`src/tsrc_map.svh`:
```
// register addresses, field positions and reset values of the split reload capture timer
`ifndef TSRC_MAP_SVH
`define TSRC_MAP_SVH

// ==========================================================
// register addresses
`define TSRC_ADDR_CTRL 8'h91
`define TSRC_ADDR_RELOAD_LOW 8'h92
`define TSRC_ADDR_RELOAD_HIGH 8'h93
`define TSRC_ADDR_COUNT_LOW 8'h94
`define TSRC_ADDR_COUNT_HIGH 8'h95

// ==========================================================
// control register bit positions
`define TSRC_BIT_HIGH_FLAG 7
`define TSRC_BIT_LOW_FLAG 6
`define TSRC_BIT_LOW_IRQ_EN 5
`define TSRC_BIT_CAPTURE_EN 4
`define TSRC_BIT_SPLIT 3
`define TSRC_BIT_RUN 2
`define TSRC_BIT_UNUSED 1
`define TSRC_BIT_EXT_CLK 0

// ==========================================================
// reset values and constants
`define TSRC_RST_CTRL 8'h00
`define TSRC_RST_BYTE 8'h00
`define TSRC_BYTE_MAX 8'hff
`define TSRC_RD_UNMAPPED 8'h00

`endif

```
`src/tsrc_pkg.sv`:
```
// types shared by the split reload capture timer
package tsrc_pkg;

  // control register layout, msb first
  typedef struct packed {
    logic high_overflow_flag;
    logic low_overflow_flag;
    logic low_byte_irq_enable;
    logic comparator_capture_enable;
    logic split_mode_select;
    logic run_control;
    logic unused;
    logic external_clock_select;
  } tsrc_ctrl_t;

  // one special function register access
  typedef struct packed {
    logic [7:0] addr;
    logic wr_en;
    logic rd_en;
    logic [7:0] wr_data;
  } tsrc_sfr_req_t;

endpackage

```
`src/tsrc_byte_counter.sv`:
```
// one 8-bit count byte with wrap detect, reload on wrap and software write
`timescale 1ns/100ps
module tsrc_byte_counter
  import tsrc_pkg::*;
(
  input wire logic clk,
  input wire logic rst,
  input wire logic count_en,
  input wire logic reload_on_wrap,
  input wire logic [7:0] reload_val,
  input wire logic wr_en,
  input wire logic [7:0] wr_data,
  output logic [7:0] count_q,
  output logic wrap
);
`include "tsrc_map.svh"

  logic [7:0] count_d;

  assign wrap = count_en && (count_q == `TSRC_BYTE_MAX);

  always_comb begin
    count_d = count_q;
    if (wr_en) begin
      count_d = wr_data;
    end else if (wrap) begin
      count_d = reload_on_wrap ? reload_val : `TSRC_RST_BYTE;
    end else if (count_en) begin
      count_d = count_q + 8'h01;
    end
  end

  always_ff @(posedge clk) begin
    if (rst) begin
      count_q <= `TSRC_RST_BYTE;
    end else begin
      count_q <= count_d;
    end
  end

endmodule

```
`src/tsrc_timer.sv`:
```
// split reload capture timer: control bits, reload bytes, count bytes, capture
`timescale 1ns/100ps
// How it works
// with the low-byte interrupt enable and the timer interrupt enable both set, each low byte overflow requests an interrupt.
// a 1 in the comparator capture enable puts the timer in capture mode, a 0 leaves it off.
// in capture mode each rising edge of the comparator output copies the 16-bit count into the reload bytes.
// with the timer interrupt enabled each capture event also requests an interrupt.
// split select 0 runs one 16-bit auto-reload counter, 1 runs two independent 8-bit auto-reload counters.
// the low reload byte holds the low eight reload bits and is read and written at address 0x92.
// the high overflow flag is set when the high count byte wraps from 0xff, the full count from 0xffff in 16-bit mode.
// software clears the high overflow flag itself; hardware never clears it.
// the high reload byte holds the upper eight reload bits and with the low byte forms the reload and capture value.
// run control enables counting; in split mode it gates only the high byte while the low byte always runs.
module tsrc_timer
  import tsrc_pkg::*;
(
  input wire logic clk,
  input wire logic rst,
  input wire tsrc_sfr_req_t sfr_req,
  output logic [7:0] sfr_rd_data_q,
  input wire logic count_tick,
  input wire logic comparator_zero_output,
  input wire logic timer_irq_enable,
  input wire logic capture_irq_ack,
  output logic timer_irq_req,
  output logic external_clock_select,
  output logic high_overflow_flag,
  output logic low_overflow_flag
);
`include "tsrc_map.svh"

  // ==========================================================
  // address decode
  function automatic logic sfr_hit(input logic [7:0] addr, input logic [7:0] target);
    sfr_hit = (addr == target);
  endfunction

  logic wr_ctrl;
  logic wr_rl_low;
  logic wr_rl_high;
  logic wr_cnt_low;
  logic wr_cnt_high;

  assign wr_ctrl = sfr_req.wr_en && sfr_hit(sfr_req.addr, `TSRC_ADDR_CTRL);
  assign wr_rl_low = sfr_req.wr_en && sfr_hit(sfr_req.addr, `TSRC_ADDR_RELOAD_LOW);
  assign wr_rl_high = sfr_req.wr_en && sfr_hit(sfr_req.addr, `TSRC_ADDR_RELOAD_HIGH);
  assign wr_cnt_low = sfr_req.wr_en && sfr_hit(sfr_req.addr, `TSRC_ADDR_COUNT_LOW);
  assign wr_cnt_high = sfr_req.wr_en && sfr_hit(sfr_req.addr, `TSRC_ADDR_COUNT_HIGH);

  // ==========================================================
  // counting
  tsrc_ctrl_t ctrl_q;
  tsrc_ctrl_t ctrl_d;
  logic [7:0] reload_low_q;
  logic [7:0] reload_low_d;
  logic [7:0] reload_high_q;
  logic [7:0] reload_high_d;
  logic [7:0] count_low;
  logic [7:0] count_high;
  logic low_en;
  logic high_en;
  logic low_wrap;
  logic high_wrap;
  logic low_reload;

  always_comb begin
    if (ctrl_q.split_mode_select) begin
      low_en = count_tick;
      high_en = count_tick && ctrl_q.run_control;
      low_reload = 1'b1;
    end else begin
      // 16-bit: the low byte reloads only on the full wrap
      low_en = count_tick && ctrl_q.run_control;
      high_en = low_wrap;
      low_reload = (count_high == `TSRC_BYTE_MAX);
    end
  end

  // a count byte write wins over counting in the same cycle
  tsrc_byte_counter u_count_low (
    .clk(clk),
    .rst(rst),
    .count_en(low_en),
    .reload_on_wrap(low_reload),
    .reload_val(reload_low_q),
    .wr_en(wr_cnt_low),
    .wr_data(sfr_req.wr_data),
    .count_q(count_low),
    .wrap(low_wrap)
  );

  tsrc_byte_counter u_count_high (
    .clk(clk),
    .rst(rst),
    .count_en(high_en),
    .reload_on_wrap(1'b1),
    .reload_val(reload_high_q),
    .wr_en(wr_cnt_high),
    .wr_data(sfr_req.wr_data),
    .count_q(count_high),
    .wrap(high_wrap)
  );

  // ==========================================================
  // comparator capture
  logic cmp_q;
  logic cmp_d;
  logic capture;
  logic capture_pend_q;
  logic capture_pend_d;

  assign capture = ctrl_q.comparator_capture_enable && comparator_zero_output && !cmp_q;

  // ack and a new capture in one cycle: the capture stays pending
  always_comb begin
    cmp_d = comparator_zero_output;
    capture_pend_d = capture_pend_q;
    if (capture_irq_ack) begin
      capture_pend_d = 1'b0;
    end
    if (capture) begin
      capture_pend_d = 1'b1;
    end
  end

  always_ff @(posedge clk) begin
    if (rst) begin
      cmp_q <= 1'b0;
      capture_pend_q <= 1'b0;
    end else begin
      cmp_q <= cmp_d;
      capture_pend_q <= capture_pend_d;
    end
  end

  // ==========================================================
  // control and reload registers
  always_comb begin
    ctrl_d = ctrl_q;
    reload_low_d = reload_low_q;
    reload_high_d = reload_high_q;
    // bit 1 is not stored and reads as zero
    if (wr_ctrl) begin
      ctrl_d = tsrc_ctrl_t'(sfr_req.wr_data);
      ctrl_d.unused = 1'b0;
    end
    // hardware set wins over a software clear in the same cycle
    if (low_wrap) begin
      ctrl_d.low_overflow_flag = 1'b1;
    end
    if (high_wrap) begin
      ctrl_d.high_overflow_flag = 1'b1;
    end
    if (wr_rl_low) begin
      reload_low_d = sfr_req.wr_data;
    end
    if (wr_rl_high) begin
      reload_high_d = sfr_req.wr_data;
    end
    // capture wins over a software write of the reload bytes
    if (capture) begin
      reload_low_d = count_low;
      reload_high_d = count_high;
    end
  end

  always_ff @(posedge clk) begin
    if (rst) begin
      ctrl_q <= tsrc_ctrl_t'(`TSRC_RST_CTRL);
      reload_low_q <= `TSRC_RST_BYTE;
      reload_high_q <= `TSRC_RST_BYTE;
    end else begin
      ctrl_q <= ctrl_d;
      reload_low_q <= reload_low_d;
      reload_high_q <= reload_high_d;
    end
  end

  // ==========================================================
  // interrupt request
  logic irq_high;
  logic irq_low;
  logic irq_capture;

  always_comb begin
    irq_high = ctrl_q.high_overflow_flag;
    irq_low = ctrl_q.low_byte_irq_enable && ctrl_q.low_overflow_flag;
    irq_capture = capture_pend_q;
    timer_irq_req = timer_irq_enable && (irq_high || irq_low || irq_capture);
  end

  assign external_clock_select = ctrl_q.external_clock_select;
  assign high_overflow_flag = ctrl_q.high_overflow_flag;
  assign low_overflow_flag = ctrl_q.low_overflow_flag;

  // ==========================================================
  // read port
  logic [7:0] rd_data_d;

  // reads have no side effects on counters or flags
  always_comb begin
    rd_data_d = sfr_rd_data_q;
    if (sfr_req.rd_en) begin
      unique case (sfr_req.addr)
        `TSRC_ADDR_CTRL: rd_data_d = ctrl_q;
        `TSRC_ADDR_RELOAD_LOW: rd_data_d = reload_low_q;
        `TSRC_ADDR_RELOAD_HIGH: rd_data_d = reload_high_q;
        `TSRC_ADDR_COUNT_LOW: rd_data_d = count_low;
        `TSRC_ADDR_COUNT_HIGH: rd_data_d = count_high;
        default: rd_data_d = `TSRC_RD_UNMAPPED;
      endcase
    end
  end

  always_ff @(posedge clk) begin
    if (rst) begin
      sfr_rd_data_q <= `TSRC_RST_BYTE;
    end else begin
      sfr_rd_data_q <= rd_data_d;
    end
  end

endmodule

```
`config.mk`:
```
export PLATFORM = sky130hd
export DESIGN_NAME = tsrc_timer
export DESIGN_NICKNAME = d
export VERILOG_FILES = /design/src/tsrc_pkg.sv /design/src/tsrc_byte_counter.sv /design/src/tsrc_timer.sv
export VERILOG_INCLUDE_DIRS = /design/src
export SDC_FILE = /design/constraint.sdc
export NUM_CORES = 1
export LEC_CHECK = 0
export ABC_AREA = 0
export BUFFER_PORTS_ARGS = -buffer_cell sky130_fd_sc_hd__buf_2
export CAP_MARGIN = 25
export CORE_ASPECT_RATIO = 1.75
export CORE_MARGIN = 2
export CORE_UTILIZATION = 35
export CTS_CLUSTER_SIZE = 8
export DETAILED_ROUTE_END_ITERATION = 6
export HOLD_SLACK_MARGIN = 0.05
export MAX_ROUTING_LAYER = met4
export PLACE_DENSITY_LB_ADDON = 0.08
export SLEW_MARGIN = 30
export SYNTH_ARGS = -nofsm -noshare
export SYNTH_HDL_FRONTEND = slang
export SYNTH_SLANG_ARGS = --single-unit
```
`constraint.sdc`:
```
create_clock -name clk -period 2.2 [get_ports clk]
set_input_delay 0.33 -clock clk [delete_from_list [all_inputs] [get_ports clk]]
set_output_delay 0.33 -clock clk [all_outputs]
set_load 0.05 [all_outputs]
```
==> results_dict.tcl, run 1 <==
set metrics [dict create \
    gp_congestion 0.898 \
    io_pins 36 \
    numCtsBuffers 5 \
    fin_area_mm2 0.00338 \
    die_h_um 124 \
    rows 43 \
    overflow 0 \
    cts_tree "built" \
    htreeDepth 2 \
    hold_path_depth 2 \
    syn_area_per_cell_um2 8.28 \
    final.period_utilization_pct 92.0 \
    coreArea_mm2 0.00791 \
    powerDensity_mw_per_mm2 544 \
    clk_latency_ps 300 \
    syn-cell-area_mm2 0.00286 \
    grt_pass1_wl_um 14500 \
    r2r_end "u_count_low.count_q[7]" \
    grt_max_degree 33 \
    finalWirelength_um 9170 \
    initial_utilization_pct 36.1 \
    nNetsFinal 412 \
    min_to "cmp_q" \
    avgRoutedWirePerCell_um 19.2 \
    path_clk_slew_ps 70 \
    yosys_most_used_dff "dfxtp_1" \
    diodes 0 \
    slew_viol_final 0 \
    leakage_nw 1.24 \
    async_flop_share_pct 0 \
    cts.sinks 49 \
    max_freq_mhz 494 \
    yosysSeqAreaShare_pct 34.3 \
    num_vias 2779 \
    criticalPathCategory "flip-flop to flip-flop" \
    peakVddDrop_v 0.000292 \
    ys_types 54 \
    slew-limit-headroom_pct 57.7 \
    hp-start "comparator_zero_output" \
    hold_class "input pin to flip-flop" \
    grt_pass1_vias 2614 \
    dr.pass1.iters 4 \
    status "completed" \
    finalSetupViolCount 0 \
    vias_per_cell 5.83 \
    drtIter0Drc 190 \
    syn_nets 371 \
    place_area_mm2 0.00324 \
    r2r_setup_slack_ps 180 \
    port_buffers 35 \
    rr_startpoint "u_count_high.count_q[0]" \
    setup_tns_ps 0 \
    post-route-drc-count 0 \
    clock_path_buffers 2 \
    ctsRootBufferMaster "clkbuf_16" \
    post_cts_buffers 0 \
    cp.arrival_ps 2230 \
    cp-start-kind "flip-flop" \
    syn_to_final_growth_pct 18.3 \
    postCtsResizedCells 0 \
    track_usage_pct 22.2 \
    power_mw 1.84 \
    min_period_ps 2020 \
    ys_ff_latch 49 \
    ant_nets 0 \
    postSynthCellCount 345 \
    antenna_found_initial 0 \
    design.die.area_mm2 0.00893 \
    endpoint_kind "flip-flop" \
    ys_warn_count 0 \
    dp_hpwl_um 7000 \
    hold_viol 0 \
    finalClockSkew_ps 5.66 \
    drv_cap 0 \
    path_max_fanout 8 \
    cts_hold_buf 0 \
    die_w_um 72.3 \
    required_ps 2400 \
    worst_pin_slew_ps 635 \
    drive_gt1_share_pct 20.4 \
    synth_edf_count 0 \
    r2r_cells 6 \
    rsz0062_at_grt "false" \
]
[power by group]
| part | switching [mW] | internal [mW] | total (mW) |
|---|---|---|---|
| sequential | 0.00561 | 0.896 | 0.901 |
| clock | 0.359 | 0.425 | 0.784 |
| combinational | 0.103 | 0.0479 | 0.151 |
| total | 0.468 | 1.37 | 1.84 |
[worst max-delay path by stage]
stage / from / end / slack [ps] / cells after the start
2_1_floorplan: u_count_low.count_q[1] / u_count_high.count_q[7] / 290 / 7
3_3_place_gp: u_count_high.count_q[0] / u_count_low.count_q[7] / 180 / 6
3_5_place_dp: u_count_high.count_q[0] / u_count_low.count_q[7] / 190 / 6
4_1_cts: u_count_high.count_q[0] / u_count_low.count_q[7] / 170 / 6
5_1_grt: u_count_high.count_q[0] / u_count_low.count_q[7] / 20 / 6
6_report: u_count_high.count_q[0] / u_count_low.count_q[7] / 180 / 6
[sequential cells by signal, indices dropped and copies added, names as in the netlist]
signal                 cells
capture_pend_q             1
cmp_q                      1
ctrl_q                     4
external_clock_select      1
high_overflow_flag         1
low_overflow_flag          1
reload_high_q              8
reload_low_q               8
sfr_rd_data_q              8
u_count_high.count_q       8
u_count_low.count_q        8
[area by class of cell]
cell class              count  area [µm²]
fillers                   807        4530
multi-input cells         270        1770
flip-flops and latches     49         981
repair buffers             60         375
clock buffers               6         129
well taps                  90         113
clock inverters             2        13.8
[routing by layer]
metal  routed length (µm)  vias up  track usage, %
met5                    0        -               -
met4                  206        0            8.14
met3                  250       12            2.53
met2                 5040       42            40.1
met1                 3670     1358            24.7
li1                     -     1367               -
[worst max-delay path: stages, from the launching register on]
cell     delay, ps
dfxtp_1        460
ha_1           280
nand3_1        180
nor2_2         270
o211a_1        330
a21oi_1        100
o41ai_1        310
[per-stage QoR]
stage	setup slack [ps]	hold WS, ps	utilization, %	cells
2_1_floorplan	289	449	-	345
3_3_place_gp	175	459	40.9	469
5_1_grt	18.4	295	42.7	477
6_report	175	266	42.7	477
4_1_cts	170	259	42.7	477
3_5_place_dp	190	466	40.9	469
[placed cells by master (no fill, tap or decap), drive strengths merged, types with 2 or more instances in the layout]
cell / instances
a211oi: 26
a21oi: 24
a221oi: 7
a22oi: 7
a311oi: 7
a31oi: 3
and2: 3
and3: 3
buf: 60
clkbuf: 6
dfxtp: 49
ha: 2
mux2i: 23
nand2: 33
nand2b: 7
nand3: 12
nand3b: 8
nand4: 3
nor2: 49
nor2b: 3
nor3: 5
nor4: 2
o211a: 2
o21ai: 9
o31ai: 3
o41ai: 4
or3: 3
xnor2: 2
xor2: 2
[cells by family (layout without fill, tap and decap cells)]
| logic type | Yosys count | count (layout) | synth area share, % |
|---|---|---|---|
| buffers and inverters | 26 | 68 | 4.03 |
| AOI/OAI and AO/OA | 103 | 103 | 25.8 |
| DFF | 49 | 49 | 34.3 |
| muxes | 24 | 24 | 8.45 |
| and+or+nand+nor | 137 | 137 | 25.3 |
| adders and majority gates | 2 | 2 | 0.876 |
| xor gates and xnor gates | 4 | 4 | 1.23 |
[cells in the mapped netlist (2+ instances only)]
cell      count  share of area, %
mux2i_1      23               8.1
xnor2_1       2              0.61
o41ai_1       4               1.2
and2_1        3              0.66
nand2_1      33               4.3
ha_1          2              0.88
nor2b_1       3              0.66
o31ai_1       3              0.79
o21ai_0       9               1.6
a31oi_1       3              0.66
nand3b_1      8               2.1
xor2_1        2              0.61
or3_1         3              0.66
o211a_1       2              0.70
dfxtp_1      49                34
nor2_1       48               6.3
nor3_1        3              0.53
a211oi_1     26               6.8
buf_2         7               1.2
a22oi_1       7               1.8
a311oi_1      7               2.1
nand4_1       3              0.66
buf_4         2              0.53
nand3_1      12               2.1
and3_1        3              0.66
a21oi_1      24               4.2
clkbuf_1     15               2.0
nand2b_1      7               1.5
a221oi_1      7               2.1
No activity file was read; power rests on OpenSTA's default activity.
==> inputs of run 2 (changes only) <==
- CORE_ASPECT_RATIO: 1.75 -> 0.6
- SLEW_MARGIN: 30 -> default
==> run 2 against run 1 <==
  * Register-to-register slack improved by 120 ps
  * Die area about the same
  * First-iteration DRC count grew 2.1%
  * Hold slack worse by 0.72 ps
  * Sequential power is essentially flat
  * Non-clock buffer count grew 7
  * Wire length up 4.6%
  * Sequential share of layout area is 0.90 points lower
  * Largest power group is now clock
  * Clock power increased by 29%
==> results_dict.tcl, run 2 (synthesis results as in run 1) <==
set metrics [dict create \
    r2r_end "u_count_high.count_q[0]" \
    required_ps 2400 \
    power_mw 2.06 \
    pre_cts_slack_ps 110 \
    switching_share_pct 22.6 \
    io_pins 36 \
    cp-start-kind "flip-flop" \
    gp_congestion 0.869 \
    grt_max_degree 34 \
    final.period_utilization_pct 86.6 \
    worst_slack_ps 295 \
    post-route-drc-count 0 \
    initial_utilization_pct 36.2 \
    cts_hold_buf 0 \
    dr.pass1.iters 5 \
    cp.arrival_ps 2110 \
    max_freq_mhz 525 \
    grt_pass1_wl_um 15500 \
    peakVddDrop_v 0.000318 \
    fin_cells 502 \
    path_clk_slew_ps 70 \
    mostFrequentLayoutCell "dfxtp_1" \
    drtIter0Drc 194 \
    antenna_found_initial 0 \
    num_vias 2873 \
    nNetsFinal 419 \
    path_max_fanout 8 \
    fin_hold_ws_ps 265 \
    diodes 0 \
    intPower_mw 1.60 \
    leakage_nw 1.29 \
    setup_tns_ps 0 \
    syn_to_final_growth_pct 22.0 \
    coreArea_mm2 0.00788 \
    finalWirelength_um 9590 \
    clock_path_buffers 2 \
    drv_cap 0 \
    endpoint_kind "flip-flop" \
    placed_cells 493 \
    vias_per_cell 5.72 \
    hold_class "input pin to flip-flop" \
    overflow 0 \
    switchingPower_uw 465 \
    design.die.area_mm2 0.00892 \
    finalSetupViolCount 0 \
    fin_area_mm2 0.00349 \
    fillerInstances 817 \
    track_usage_pct 23.7 \
    worst_pin_slew_ps 619 \
    r2r_cells 6 \
    clk_latency_ps 300 \
    avgRoutedWirePerCell_um 19.1 \
    crit_start "u_count_low.count_q[3]" \
    slew_viol_final 0 \
    rows 25 \
    slew-limit-headroom_pct 58.7 \
    cts.sinks 49 \
    htreeDepth 2 \
    final_cell_mix "dfxtp_1, nor2_1, buf_2, nand2_1, buf_4" \
    die_w_um 121 \
    power_frac_clock_pct 48.8 \
    ant_nets 0 \
    grt_pass1_vias 2634 \
    port_buffers 35 \
    drive_gt1_share_pct 22.1 \
    powerDensity_mw_per_mm2 591 \
    pwr-share-seq_pct 43.8 \
    min_period_ps 1910 \
    finish.utilization_pct 44.2 \
    place_area_mm2 0.00329 \
    rr_startpoint "u_count_low.count_q[3]" \
    ctsRootBufferMaster "clkbuf_16" \
    post_cts_buffers 0 \
    dp_hpwl_um 7210 \
    hold_viol 0 \
    status "completed" \
    numCtsBuffers 5 \
    rsz0062_at_grt "false" \
    die_h_um 74.0 \
    postCtsResizedCells 0 \
    p_comb_share_pct 7.4 \
    cts_tree "built" \
    worstSetupEndpoint "u_count_high.count_q[0]" \
    finalClockSkew_ps 5.93 \
    criticalPathCategory "flip-flop to flip-flop" \
    r2r_setup_slack_ps 290 \
]
==> run 2: cell count changes in the layout (fill, tap and decap cells not counted) <==
cell | previous run | this run
buf_12 | 1 | 0
buf_2 | 35 | 36
buf_4 | 24 | 31
bufinv_16 | 0 | 2
clkbuf_1 | 1 | 0
inv_6 | 1 | 0
==> run 2: metal layers <==
| layer | GRT usage (%) | wire length [µm] | part of all wire, % |
|---|---|---|---|
| met5 | - | 0 | 0 |
| met4 | 4.13 | 70 | 0.73 |
| met3 | 3.91 | 682 | 7.1 |
| met2 | 32.8 | 3780 | 39 |
| met1 | 36.1 | 5060 | 53 |
==> run 2: power groups by stage <==
stage               clock network [mW]  logic (mW)  registers [mW]
floorplan                            0      0.0607           0.945
detailed placement                   0       0.151           0.923
global route                      1.05       0.166           0.903
finish                            1.01       0.153           0.902
CTS                               1.02       0.152           0.902
global placement                     0       0.151           0.922
==> run 2: worst min path at each step <==
stage / end / depth (start not counted) / startpoint / slack, ps
after global routing: cmp_q / 2 / comparator_zero_output / 280
after floorplan: capture_pend_q / 2 / capture_pend_q / 450
after CTS: cmp_q / 2 / comparator_zero_output / 270
after global placement: capture_pend_q / 2 / capture_pend_q / 460
after detailed placement: capture_pend_q / 2 / capture_pend_q / 470
final: cmp_q / 2 / comparator_zero_output / 270
==> run 2: critical path, stage by stage (launching register included) <==
cell	delay [ps]
dfxtp_1	510
nand4_1	250
o21bai_2	240
and2_1	270
buf_4	190
o221ai_1	140
o31ai_1	220
==> run 2: layout make-up <==
type                            count  area [µm²]  area share, %
Multi-Input combinational cell    270        1770           50.7
Sequential cell                    49         981           28.1
Timing Repair Buffer               67         413           11.8
Tap cell                          108         135           3.88
Clock buffer                        5         125           3.59
Clock inverter                      3        65.1           1.87
==> inputs of run 3 (changes only) <==
- CORE_UTILIZATION: 35 -> 45
==> run 3 against run 2 <==
  * Sequential cell count stayed put
  * Via count is 2.6% lower
  * Hold slack worse by 7.0 ps
  * Sequential power hardly changed
  * Global-route usage is 3.6 points higher
  * Register-to-register slack hardly changed
  * Die area is 21% lower
  * Non-clock buffer count is 6 lower
  * Worst setup slack hardly changed
  * Critical path type unchanged
  * Critical endpoint is now u_count_low.count_q[7]
  * Highest routed layer unchanged
==> results_dict.tcl, run 3 (synthesis results as in run 1) <==
set metrics [dict create \
    max_freq_mhz 525 \
    fillerInstances 597 \
    nNetsFinal 413 \
    cp.arrival_ps 2110 \
    multi_input_area_mm2 0.00177 \
    post_cts_buffers 0 \
    r2r_end "u_count_low.count_q[7]" \
    clk_latency_ps 300 \
    finalSetupViolCount 0 \
    min_period_ps 1900 \
    port_buffers 35 \
    die_h_um 65.7 \
    power_mw 1.55 \
    powerDensity_mw_per_mm2 468 \
    pwr-share-seq_pct 58.0 \
    numCtsBuffers 5 \
    rows 22 \
    die_w_um 107 \
    intPower_mw 1.15 \
    ant_nets 0 \
    design.die.area_mm2 0.00702 \
    slew_viol_final 0 \
    drtIter0Drc 269 \
    grt_max_degree 34 \
    post-route-drc-count 0 \
    pre_cts_slack_ps 161 \
    track_usage_pct 27.3 \
    endpoint_kind "flip-flop" \
    criticalPathCategory "flip-flop to flip-flop" \
    leakage_nw 1.20 \
    grt_pass1_wl_um 14300 \
    avgRoutedWirePerCell_um 18.4 \
    overflow 0 \
    antenna_found_initial 0 \
    final-seq-area_um2 983 \
    ctsRootBufferMaster "clkbuf_8" \
    switchingPower_uw 399 \
    min_to "cmp_q" \
    r2r_cells 6 \
    slew-limit-headroom_pct 33.9 \
    r2r_setup_slack_ps 300 \
    hold_viol 0 \
    path_clk_slew_ps 90 \
    cts_tree "built" \
    setup_tns_ps 0 \
    hp-start "comparator_zero_output" \
    hold_path_depth 2 \
    power_frac_clock_pct 32.4 \
    postCtsResizedCells 0 \
    rr_startpoint "u_count_high.count_q[0]" \
    final.period_utilization_pct 86.6 \
    cts_hold_buf 0 \
    cp-start-kind "flip-flop" \
    drv_cap 0 \
    worst_slack_ps 295 \
    path_max_fanout 8 \
    finalClockSkew_ps 6.02 \
    grt_pass1_vias 2627 \
    drive_gt1_share_pct 21.2 \
    peakVddDrop_v 0.000282 \
    num_vias 2798 \
    worstPathCellList "ha_1, nand3_1, nor2_4, o211a_2, a21oi_1, o41ai_1" \
    diodes 0 \
    vias_per_cell 5.95 \
    switching_share_pct 25.7 \
    coreArea_mm2 0.00611 \
    htreeDepth 2 \
    p_comb_share_pct 9.5 \
    gp_congestion 0.880 \
    final_cell_mix "nor2_1, dfxtp_1, buf_2, nand2_1, a211oi_1" \
    worst_pin_slew_ps 990 \
    dp_hpwl_um 6470 \
    hold_class "input pin to flip-flop" \
    mostFrequentLayoutCell "nor2_1" \
    cp_slowest_stage_delay_ps 410 \
    required_ps 2400 \
    crit_slowest_cell "dfxtp_2" \
    syn_to_final_growth_pct 16.1 \
    status "completed" \
    cts.sinks 49 \
    io_pins 36 \
    dr.pass1.iters 4 \
    rsz0062_at_grt "false" \
    initial_utilization_pct 46.7 \
    finalWirelength_um 8660 \
    clock_path_buffers 2 \
]
## run 3: changes by cell type in the layout (fill, tap and decap cells not counted)
| cell | before | now |
|---|---|---|
| clkbuf_16 | 5 | 0 |
| o211a_1 | 2 | 1 |
| buf_2 | 36 | 35 |
| dfxtp_2 | 0 | 2 |
| dfxtp_1 | 49 | 47 |
| o211a_2 | 0 | 1 |
| buf_12 | 0 | 1 |
| bufinv_16 | 2 | 0 |
| nor2_4 | 0 | 1 |
| buf_4 | 31 | 25 |
| clkbuf_8 | 0 | 5 |
| nor2_2 | 1 | 0 |
## run 3: worst max-delay path by stage
stage | start | to | slack [ps] | cells past startpoint
2_1_floorplan | u_count_low.count_q[1] | u_count_high.count_q[7] | 290 | 7
3_3_place_gp | u_count_high.count_q[0] | u_count_low.count_q[7] | 130 | 6
3_5_place_dp | sfr_req[10] | sfr_rd_data_q[4] | 160 | 6
4_1_cts | u_count_high.count_q[0] | u_count_low.count_q[7] | 150 | 6
5_1_grt | u_count_high.count_q[0] | u_count_low.count_q[7] | 90 | 6
6_report | u_count_high.count_q[0] | u_count_low.count_q[7] | 300 | 6
## run 3: layer usage
metal | routed length [µm] | vias to the layer above | GRT usage (%)
met5 | 0 | - | -
met1 | 4460 | 1311 | 40.8
met4 | 82 | 0 | 5.19
li1 | - | 1373 | -
met3 | 608 | 10 | 4.56
met2 | 3500 | 104 | 38.7
## run 3: worst max-delay path: cells and delay by family, from the launching register on
kind	cells	cell delay, ps
flip-flops	1	410
AND/OR/NAND/NOR	2	410
AO/OA/AOI/OAI	3	760
adder cells (fa/ha/maj)	1	230
## run 3: area by class of cell
class / count / area share [%]
clock buffer: 5 / 2.07
clock inverter: 1 / 0.151
multi-input combinational: 270 / 53.4
sequential: 49 / 29.6
tap: 84 / 3.17
timing repair buffer: 61 / 11.5
## run 3: metrics by stage
stage / hold slack (ps) / util (%) / instances / cell area [µm²]
2_1_floorplan: 449 / - / 345 / 2860
3_3_place_gp: 467 / 52.9 / 464 / 3240
3_5_place_dp: 469 / 52.9 / 464 / 3240
4_1_cts: 253 / 54.2 / 470 / 3310
5_1_grt: 273 / 54.3 / 470 / 3320
6_report: 258 / 54.3 / 470 / 3320
## run 3: power groups by stage
| stage | logic (mW) | registers [mW] | clock network (mW) |
|---|---|---|---|
| global placement | 0.147 | 0.922 | 0 |
| CTS | 0.148 | 0.901 | 0.517 |
| floorplan | 0.0607 | 0.945 | 0 |
| finish | 0.148 | 0.901 | 0.504 |
| global route | 0.160 | 0.902 | 0.549 |
| detailed placement | 0.147 | 0.922 | 0 |
